[config.mk]
export PLATFORM = sky130hd
export DESIGN_NAME = lhp_host_port
export DESIGN_NICKNAME = d
export VERILOG_FILES = /design/src/rtl/lhp_pkg.sv /design/src/rtl/lhp_host_port.sv
export VERILOG_INCLUDE_DIRS = /design/src /design/src/rtl
export SDC_FILE = /design/constraint.sdc
export NUM_CORES = 2
export LEC_CHECK = 0
export ABC_AREA = 1
export BUFFER_PORTS_ARGS = -buffer_cell sky130_fd_sc_hd__buf_2
export CORE_MARGIN = 4
export CORE_UTILIZATION = 30
export DETAILED_ROUTE_END_ITERATION = 7
export PLACE_DENSITY = 0.48
export SYNTH_ARGS = -nofsm -noshare
export SYNTH_HDL_FRONTEND = slang
export SYNTH_SLANG_ARGS = --single-unit
[constraint.sdc]
create_clock -name CLK_SYS -period 11 [get_ports CLK_SYS]
set_input_delay 2.2 -clock CLK_SYS [delete_from_list [all_inputs] [get_ports CLK_SYS]]
set_output_delay 2.2 -clock CLK_SYS [all_outputs]
set_load 0.005 [all_outputs]
[src/rtl/lhp_defines.svh]
// constants for the lcd controller host port
// assumes a 50 MHz system clock
`ifndef LHP_DEFINES_SVH
`define LHP_DEFINES_SVH
`define LHP_CLK_NS 20
`define LHP_EXEC_NS 2000
`define LHP_EXEC_CYC ((`LHP_EXEC_NS) / (`LHP_CLK_NS))
`define LHP_CP_HALF_NS 800
`define LHP_CP_HALF_CYC (((`LHP_CP_HALF_NS) + (`LHP_CLK_NS) - 1) / (`LHP_CLK_NS))
`define LHP_BITS_PER_LINE 40
`define LHP_ADDR_RST 7'h00
`define LHP_DATA_RST 8'h00
`define LHP_CMD_RST 8'h00
`endif

[src/rtl/lhp_pkg.sv]
// types for the lcd controller host port
// shared by the design file and the bench files
package lhp_pkg;
    typedef enum logic [1:0] {
        LHP_IDLE = 2'b00,
        LHP_EXEC = 2'b01
    } lhp_state_t;
    typedef struct packed {
        logic sel_data;
        logic rd;
        logic [7:0] wdata;
    } lhp_req_t;
    typedef struct packed {
        logic shift_clk;
        logic latch;
        logic alt;
        logic sdata;
    } lhp_exp_t;
endpackage

[src/rtl/lhp_host_port.sv]
// host access port and expansion outputs of a character lcd controller
// assumes host pins asynchronous to CLK_SYS; strobe pulse >= 3 clocks
// How it works
// select high picks data register, low picks command register
// direction low is write, high is read
// every access is taken on the execution strobe's falling edge
// upper four lines carry 4-bit data or high nibble; released when idle
// lower four lines carry low nibble; ignored in 4-bit mode
// top data line shows busy during status read
// command write loads command register and starts execution
// status read gives busy on bit 7, address counter on bits 6..0
// data write loads data register then stores it into ram
// data read returns data register fetched from ram
// command register is never read back
// command value is decoded as instruction or ram address
// busy is 1 while executing, 0 once done
// command writes during busy are refused
// host polls busy low before the next command write
// latch strobe pulses after each shifted line
// one shift clock per serial pixel bit
// alternation toggles each line to keep the panel ac driven
// serial pixel is 1 when lit, 0 when dark
// unused common outputs carry the unselected waveform
// status address is the value before the running instruction
// after a data read the next ram word is prefetched
// 4-bit transfers go as two strobed nibbles, high first
`include "lhp_defines.svh"
`timescale 1ns/1ps
`default_nettype none
module lhp_host_port
    import lhp_pkg::*;
#(
    parameter int RAM_DEPTH = 128,
    parameter int COMMONS = 16,
    parameter int USED_COMMONS = 8
)
(
    input wire logic CLK_SYS,
    input wire logic RST,
    input wire logic REGISTER_SELECT,
    input wire logic READ_NOT_WRITE,
    input wire logic EXEC_STROBE,
    input wire logic WIDTH_8BIT,
    input wire logic [7:0] HOST_DATA_LINES_I,
    output logic [7:0] HOST_DATA_LINES_O,
    output logic [7:0] HOST_DATA_LINES_OE_N,
    output logic BUSY_INDICATION,
    output logic EXPANSION_SHIFT_CLOCK,
    output logic EXPANSION_LATCH,
    output logic EXPANSION_ALT,
    output logic EXPANSION_DATA,
    output logic [COMMONS-1:0] COMMON_SELECT
);
    // ------------------------------------------------------------
    // pin synchronisers
    // ------------------------------------------------------------
    logic [2:0] e_s1_q, e_s2_q;
    logic e_s3_q;
    logic [7:0] d_s1_q, d_s2_q;
    logic w8_s1_q, w8_s2_q;
    always_ff @(posedge CLK_SYS)
    begin
        if (RST)
        begin
            e_s1_q <= 3'h0;
            e_s2_q <= 3'h0;
            e_s3_q <= 1'b0;
            d_s1_q <= 8'h00;
            d_s2_q <= 8'h00;
            w8_s1_q <= 1'b0;
            w8_s2_q <= 1'b0;
        end
        else
        begin
            e_s1_q <= {EXEC_STROBE, REGISTER_SELECT, READ_NOT_WRITE};
            e_s2_q <= e_s1_q;
            e_s3_q <= e_s2_q[2];
            d_s1_q <= HOST_DATA_LINES_I;
            d_s2_q <= d_s1_q;
            w8_s1_q <= WIDTH_8BIT;
            w8_s2_q <= w8_s1_q;
        end
    end
    logic strobe_fall;
    logic strobe_high;
    lhp_req_t req;
    assign strobe_high = e_s2_q[2];
    assign strobe_fall = e_s3_q & ~e_s2_q[2];
    assign req.sel_data = e_s2_q[1];
    assign req.rd = e_s2_q[0];
    // low nibble ignored in 4-bit mode
    assign req.wdata = w8_s2_q ? d_s2_q : {d_s2_q[7:4], 4'h0};
    // ------------------------------------------------------------
    // register file and execution
    // ------------------------------------------------------------
    lhp_state_t state_q, state_d;
    logic [7:0] cmd_q, cmd_d, data_q, data_d, hold_q, hold_d;
    logic [6:0] addr_q, addr_d, addr_shown_q, addr_shown_d;
    logic [15:0] cnt_q, cnt_d;
    logic nib_q, nib_d;
    logic [7:0] ram_q [RAM_DEPTH];
    logic ram_we;
    logic [7:0] rd_word, wr_word;
    logic xfer_done;
    assign wr_word = w8_s2_q ? req.wdata : {hold_q[7:4], req.wdata[7:4]};
    // 4-bit: first strobe only holds the high nibble
    assign xfer_done = strobe_fall & (w8_s2_q | nib_q);
    always_comb
    begin
        state_d = state_q;
        cmd_d = cmd_q;
        data_d = data_q;
        addr_d = addr_q;
        addr_shown_d = addr_shown_q;
        cnt_d = cnt_q;
        hold_d = hold_q;
        nib_d = nib_q;
        ram_we = 1'b0;
        if (strobe_fall && !w8_s2_q)
        begin
            nib_d = ~nib_q;
            hold_d = req.wdata;
        end
        if (state_q == LHP_EXEC)
        begin
            if (cnt_q == 16'h0001)
            begin
                state_d = LHP_IDLE;
            end
            cnt_d = cnt_q - 16'h0001;
        end
        if (xfer_done)
        begin
            if (!req.sel_data && !req.rd && state_q == LHP_IDLE)
            begin
                cmd_d = wr_word;
                state_d = LHP_EXEC;
                addr_shown_d = addr_q;
                cnt_d = 16'(`LHP_EXEC_CYC);
                if (wr_word[7])
                begin
                    addr_d = wr_word[6:0];
                    data_d = ram_q[wr_word[6:0]];
                end
            end
            else if (req.sel_data && !req.rd)
            begin
                data_d = wr_word;
                ram_we = 1'b1;
                addr_d = addr_q + 7'h01;
            end
            else if (req.sel_data && req.rd)
            begin
                addr_d = addr_q + 7'h01;
                data_d = ram_q[addr_q + 7'h01];
            end
        end
    end
    always_ff @(posedge CLK_SYS)
    begin
        if (RST)
        begin
            state_q <= LHP_IDLE;
            cmd_q <= `LHP_CMD_RST;
            data_q <= `LHP_DATA_RST;
            addr_q <= `LHP_ADDR_RST;
            addr_shown_q <= `LHP_ADDR_RST;
            cnt_q <= 16'h0000;
            hold_q <= 8'h00;
            nib_q <= 1'b0;
        end
        else
        begin
            state_q <= state_d;
            cmd_q <= cmd_d;
            data_q <= data_d;
            addr_q <= addr_d;
            addr_shown_q <= addr_shown_d;
            cnt_q <= cnt_d;
            hold_q <= hold_d;
            nib_q <= nib_d;
        end
    end
    always_ff @(posedge CLK_SYS)
    begin
        if (ram_we)
        begin
            ram_q[addr_q] <= wr_word;
        end
    end
    // ------------------------------------------------------------
    // read path
    // ------------------------------------------------------------
    logic [7:0] dout_q, dout_d;
    logic drive_q, drive_d;
    always_comb
    begin
        // command register never appears here
        // idle shows the live counter, busy the pre-command value
        rd_word = req.sel_data ? data_q
                : {state_q == LHP_EXEC,
                   state_q == LHP_EXEC ? addr_shown_q : addr_q};
        dout_d = (w8_s2_q || !nib_q) ? rd_word : {rd_word[3:0], 4'h0};
        drive_d = strobe_high & req.rd;
    end
    always_ff @(posedge CLK_SYS)
    begin
        if (RST)
        begin
            dout_q <= 8'h00;
            drive_q <= 1'b0;
        end
        else
        begin
            dout_q <= dout_d;
            drive_q <= drive_d;
        end
    end
    assign HOST_DATA_LINES_O = dout_q;
    // released unless read; low nibble idle in 4-bit mode
    assign HOST_DATA_LINES_OE_N = {{4{~drive_q}}, {4{~(drive_q & w8_s2_q)}}};
    assign BUSY_INDICATION = (state_q == LHP_EXEC);
    // ------------------------------------------------------------
    // serial expansion output
    // ------------------------------------------------------------
    logic [15:0] half_q, half_d;
    logic [6:0] bit_q, bit_d;
    logic cp_q, cp_d, ld_q, ld_d, m_q, m_d, sd_q, sd_d;
    always_comb
    begin
        half_d = half_q + 16'h0001;
        cp_d = cp_q;
        bit_d = bit_q;
        ld_d = 1'b0;
        m_d = m_q;
        sd_d = sd_q;
        if (half_q == 16'(`LHP_CP_HALF_CYC - 1))
        begin
            half_d = 16'h0000;
            cp_d = ~cp_q;
            if (cp_q)
            begin
                // latch only after the last bit has been clocked in
                if (bit_q == 7'(`LHP_BITS_PER_LINE - 1))
                begin
                    bit_d = 7'h00;
                    ld_d = 1'b1;
                    m_d = ~m_q;
                end
                else
                begin
                    bit_d = bit_q + 7'h01;
                end
                // lit pixel from display ram bit
                sd_d = ram_q[bit_d][0];
            end
        end
    end
    always_ff @(posedge CLK_SYS)
    begin
        if (RST)
        begin
            half_q <= 16'h0000;
            bit_q <= 7'h00;
            cp_q <= 1'b0;
            ld_q <= 1'b0;
            m_q <= 1'b0;
            sd_q <= 1'b0;
        end
        else
        begin
            half_q <= half_d;
            bit_q <= bit_d;
            cp_q <= cp_d;
            ld_q <= ld_d;
            m_q <= m_d;
            sd_q <= sd_d;
        end
    end
    assign EXPANSION_SHIFT_CLOCK = cp_q;
    assign EXPANSION_LATCH = ld_q;
    assign EXPANSION_ALT = m_q;
    assign EXPANSION_DATA = sd_q;
    // unused commons held unselected (0)
    genvar gi;
    generate
        for (gi = 0; gi < COMMONS; gi++)
        begin : g_com
            assign COMMON_SELECT[gi] = (gi < USED_COMMONS) ? m_q : 1'b0;
        end
    endgenerate
    // ------------------------------------------------------------
    // checks
    // ------------------------------------------------------------
    a_busy_refuse: assert property (@(posedge CLK_SYS) disable iff (RST)
        xfer_done && !req.sel_data && !req.rd && state_q == LHP_EXEC
        |=> $stable(cmd_q))
        else $error("command taken while busy");
    a_cmd_starts: assert property (@(posedge CLK_SYS) disable iff (RST)
        xfer_done && !req.sel_data && !req.rd && state_q == LHP_IDLE
        |=> BUSY_INDICATION && cmd_q == $past(wr_word))
        else $error("command write did not start");
    a_busy_len: assert property (@(posedge CLK_SYS) disable iff (RST)
        $rose(BUSY_INDICATION) |-> BUSY_INDICATION [*8])
        else $error("busy dropped early");
    a_data_write: assert property (@(posedge CLK_SYS) disable iff (RST)
        xfer_done && req.sel_data && !req.rd |=> data_q == $past(wr_word))
        else $error("data write lost");
    a_status_bit7: assert property (@(posedge CLK_SYS) disable iff (RST)
        strobe_high && req.rd && !req.sel_data && w8_s2_q
        |=> HOST_DATA_LINES_O[7] == $past(BUSY_INDICATION))
        else $error("status bit 7 wrong");
    a_release_bus: assert property (@(posedge CLK_SYS) disable iff (RST)
        !strobe_high |=> HOST_DATA_LINES_OE_N == 8'hFF)
        else $error("bus driven outside read");
    a_low_nibble: assert property (@(posedge CLK_SYS) disable iff (RST)
        !w8_s2_q |=> HOST_DATA_LINES_OE_N[3:0] == 4'hF)
        else $error("low nibble driven in 4-bit mode");
    a_latch_alt: assert property (@(posedge CLK_SYS) disable iff (RST)
        ld_d |=> EXPANSION_LATCH && m_q != $past(m_q))
        else $error("alternation missed at latch");
    a_unused_com: assert property (@(posedge CLK_SYS) disable iff (RST)
        COMMON_SELECT[COMMONS-1] == 1'b0)
        else $error("unused common selected");
    c_cmd: cover property (@(posedge CLK_SYS) disable iff (RST)
        $rose(BUSY_INDICATION));
    c_read: cover property (@(posedge CLK_SYS) disable iff (RST)
        xfer_done && req.sel_data && req.rd);
    c_latch: cover property (@(posedge CLK_SYS) disable iff (RST)
        EXPANSION_LATCH);
endmodule
`default_nettype wire

==> metrics.md <==
| Metric | Value |
|---|---|
| Status | complete, no violations |
| Area share of the largest cell type after synthesis | 0.527 |
| Fin worst setup slack | 5.85 ns |
| Ys Warns | 0 |
| # rows | around 160 |
| Placed Instance Area | between 60000 and 70000 µm² |
| Post-synthesis mux area share | 0 |
| Synth Area in Compound Gates | 0.124 |
| Post-CTS Setup Inserts | 0 |
| Worst slew pin tran | between 1 and 1.5 ns |
| Fmax | slightly below 0.2 GHz |
| Worst Path Required | about 12 ns |
| Post-synthesis simple-gate area fraction | 0.228 |
| Largest area contributor in the netlist | edfxtp_1 |
| Max-Cap Viols | 0 |
| Post-Synth XOR/XNOR Area | 0.00191 |
| Multi-input logic area | between 20000 and 25000 µm² |
| Die height | between 400 and 500 µm |
| Wire length per cell | roughly 24 µm |
| Post-synthesis cell area | 58400 µm² |
| Reg-to-reg startpoint | w8_s2_q$_SDFF_PP0_ |
| Cells after Synth | 6623 |
| Finished Layout Cells | about 9000 |
| Number of routed nets with antenna violations | 0 |
| Leakage | 23.7 nW |
| Via count | 49100 |
| Hold Crit Depth | 2 |
| NumNets Final | about 6400 |
| Largest family of logic cells by synthesized area | simple AND/OR/NAND/NOR gates |
| TritonCTS Buffers | ~140 |
| I/O pin count | a little over 50 |
| Power Total | between 9 and 10 mW |
| Root buf cell | clkbuf_16 |
| Drt first pass iters | 6 |
| Layout cell share with drive strength beyond 1 | 0.0588 |
| Top_reg_cell synth | edfxtp_1 |
| Final setup fails | 0 |
| Crit. End Element | flop |
| Post-synthesis register bit count | ~1100 |
| Longest Clk Path Bufs | 3 |
| HP Start | d_s1_q[0]$_SDFF_PP0_ |
| Synth cell types | 50 |
| Die ar. | 202000 µm² |
| DPL Wire Length | around 120000 µm |
| Vias/cell | 5.44 |
| Crit Path Max Fanout | 91 |
| Crit path DAT | just under 6 ns |
| RSZ-0062 raised after global routing | false |
| CTS Hold Bufs | 0 |
| Most common library cell in the layout ignoring fill and taps | nand2_1 |
| Crit share post-route | 0.468 |
| Post-CTS Resized | 0 |
| Flop2flop setup slack | 5.85 ns |
| Slew HR | 0.0915 |
| Reg2reg end | data_q[3]$_SDFFE_PP0P_ |
| GRT Total Usage | 0.203 |
| IO Port Bufs | 42 |
| Clk sinks | around 1100 |
| Clock Skew | ~0.038 ns |
| Synth top area cells | edfxtp_1, nand3_1, nand2_1 |
| Total core area | a little under 200000 µm² |
| Register Area | between 30000 and 40000 µm² |
| Ys async rst share | 0 |
| Synthesized area per cell | about 8.8 µm² |
| Fill count | 19700 |
| Seq/Total Area, Yosys | 0.563 |
| Fin crit period | 5.15 ns |
| PD cells | about 150 nW/µm² |
| H-Tree Depth | 4 |
| Drc violations | 0 |
| Area grow syn2layout | 10.9% |
| EDFF count, synth | 1024 |
| VDD IR max | 105 µV |
| Vias in the first global route | roughly 46000 |
| Max-slew violation count | 0 |
| Minimum setup slack after placement | just under 6 ns |
| ANT cells | 0 |
| Starting Density | 0.303 |
| First-pass GRT wire length | about 310000 µm |
| Initial antenna violation count | 1 |
| GP Congestion | 0.857 |
| Largest net degree at the start of global routing | 221 |
| Placed cells | around 8800 |
| Adder-cell area share of the yosys netlist | 0.00107 |
| CP Class | flop to flop |
| Total gr overflow | 0 |
| Drt first-iter violations | around 6000 |
| Startpoint class of the critical path | flop |
| Final Hold Fails | 0 |
| TritonCTS clock tree | yes |
| Worst Reg-to-Reg Cells | 12 |
| Setup Total Neg Slack | 0 ns |
| Total Wirelength | roughly 210000 µm |
| Chip width | approximately 450 µm |
| Most frequent cells in the layout | nand2_1, nand3_1, edfxtp_1 |
| Fin area | 64800 µm² |
| Worst Hold End | d_s2_q[0]$_SDFF_PP0_ |
| Worst-path clk slew | approximately 0.06 ns |
| Clock latency at the later pin of the worst-skew pair | between 0.7 and 0.8 ns |
| HP Class | flop to flop |
==> Yosys cell counts, types with 6 or more instances <==
master and n:
inv_1 609, nand2_1 1525, o21ai_0 408, nor2_1 242, buf_4 30, buf_2 266
o211ai_1 367, buf_1 52, o21ai_1 42, nand4_1 6, edfxtp_1 1024, dfxtp_1 106
xnor2_1 6, inv_2 15, nor3_1 10, clkbuf_1 162, a21oi_1 403, nand3_1 1275
==> worst max-delay path by stage <==
stage | startpoint | end | cells past startpoint
after floorplan | w8_s2_q$_SDFF_PP0_ | data_q[4]$_SDFFE_PP0P_ | 10
after global placement | w8_s2_q$_SDFF_PP0_ | data_q[5]$_SDFFE_PP0P_ | 14
after detailed placement | w8_s2_q$_SDFF_PP0_ | data_q[5]$_SDFFE_PP0P_ | 14
after CTS | w8_s2_q$_SDFF_PP0_ | data_q[5]$_SDFFE_PP0P_ | 14
after global routing | w8_s2_q$_SDFF_PP0_ | data_q[2]$_SDFFE_PP0P_ | 15
final | w8_s2_q$_SDFF_PP0_ | data_q[3]$_SDFFE_PP0P_ | 12
==> state kept, by name (all words and copies together) (netlist names), 8 cells and up <==
signal,count
d_s1_q,8
d_s2_q,8
ram_q,1024
HOST_DATA_LINES_O,8
half_q,16
data_q,8
cnt_q,16
==> power by group <==
| group | total [mW] | internal, mW | switching, mW |
|---|---|---|---|
| combinational | 0.514 | 0.117 | 0.397 |
| clock | 4.50 | 2.62 | 1.87 |
| sequential | 4.69 | 4.69 | 0.00559 |
| total | 9.70 | 7.43 | 2.28 |
==> critical path: stages (launching register included) <==
cell	delay, ns
dfxtp_1	0.98
o21ai_4	0.20
inv_8	0.59
buf_4	0.83
buf_4	0.87
o211ai_1	0.23
o211ai_1	0.14
nand3_1	0.15
nand3_1	0.17
nand3_1	0.25
a21oi_1	0.33
nor2_1	0.08
a21oi_1	0.13
==> routing by layer <==
| metal | wire length [µm] | vias to the layer above | global-route usage | part of all wire |
|---|---|---|---|---|
| li1 | - | 22500 | - | - |
| met1 | 92100 | 23800 | 0.284 | 0.43 |
| met2 | 94900 | 2369 | 0.315 | 0.45 |
| met3 | 18200 | 436 | 0.0338 | 0.085 |
| met4 | 7650 | 0 | 0.0740 | 0.036 |
| met5 | 0 | - | 0 | 0 |
==> cells by family after synthesis <==
kind of cell / Yosys count
xor+xnor: 11
simple gates: 3086
compound gates: 1246
flops: 1130
other cells: 1
fa+ha+maj: 5
buf+inv: 1144
==> through the flow <==
| stage | hold slack (ns) | utilization |
|---|---|---|
| after CTS | 0.409 | 0.336 |
| after floorplan | 0.388 | - |
| final | 0.406 | 0.336 |
| after global routing | 0.425 | 0.336 |
| after detailed placement | 0.397 | 0.313 |
| after global placement | 0.397 | 0.313 |
==> final cells by class <==
type                            instances  share of cell area
Clock buffer                          181              0.0592
Clock inverter                         70             0.00881
Inverter                              629              0.0373
Multi-Input combinational cell       4356               0.323
Sequential cell                      1130               0.508
Tap cell                             2526              0.0488
Timing Repair Buffer                  134              0.0156
Power figures use the tool's default switching activity.
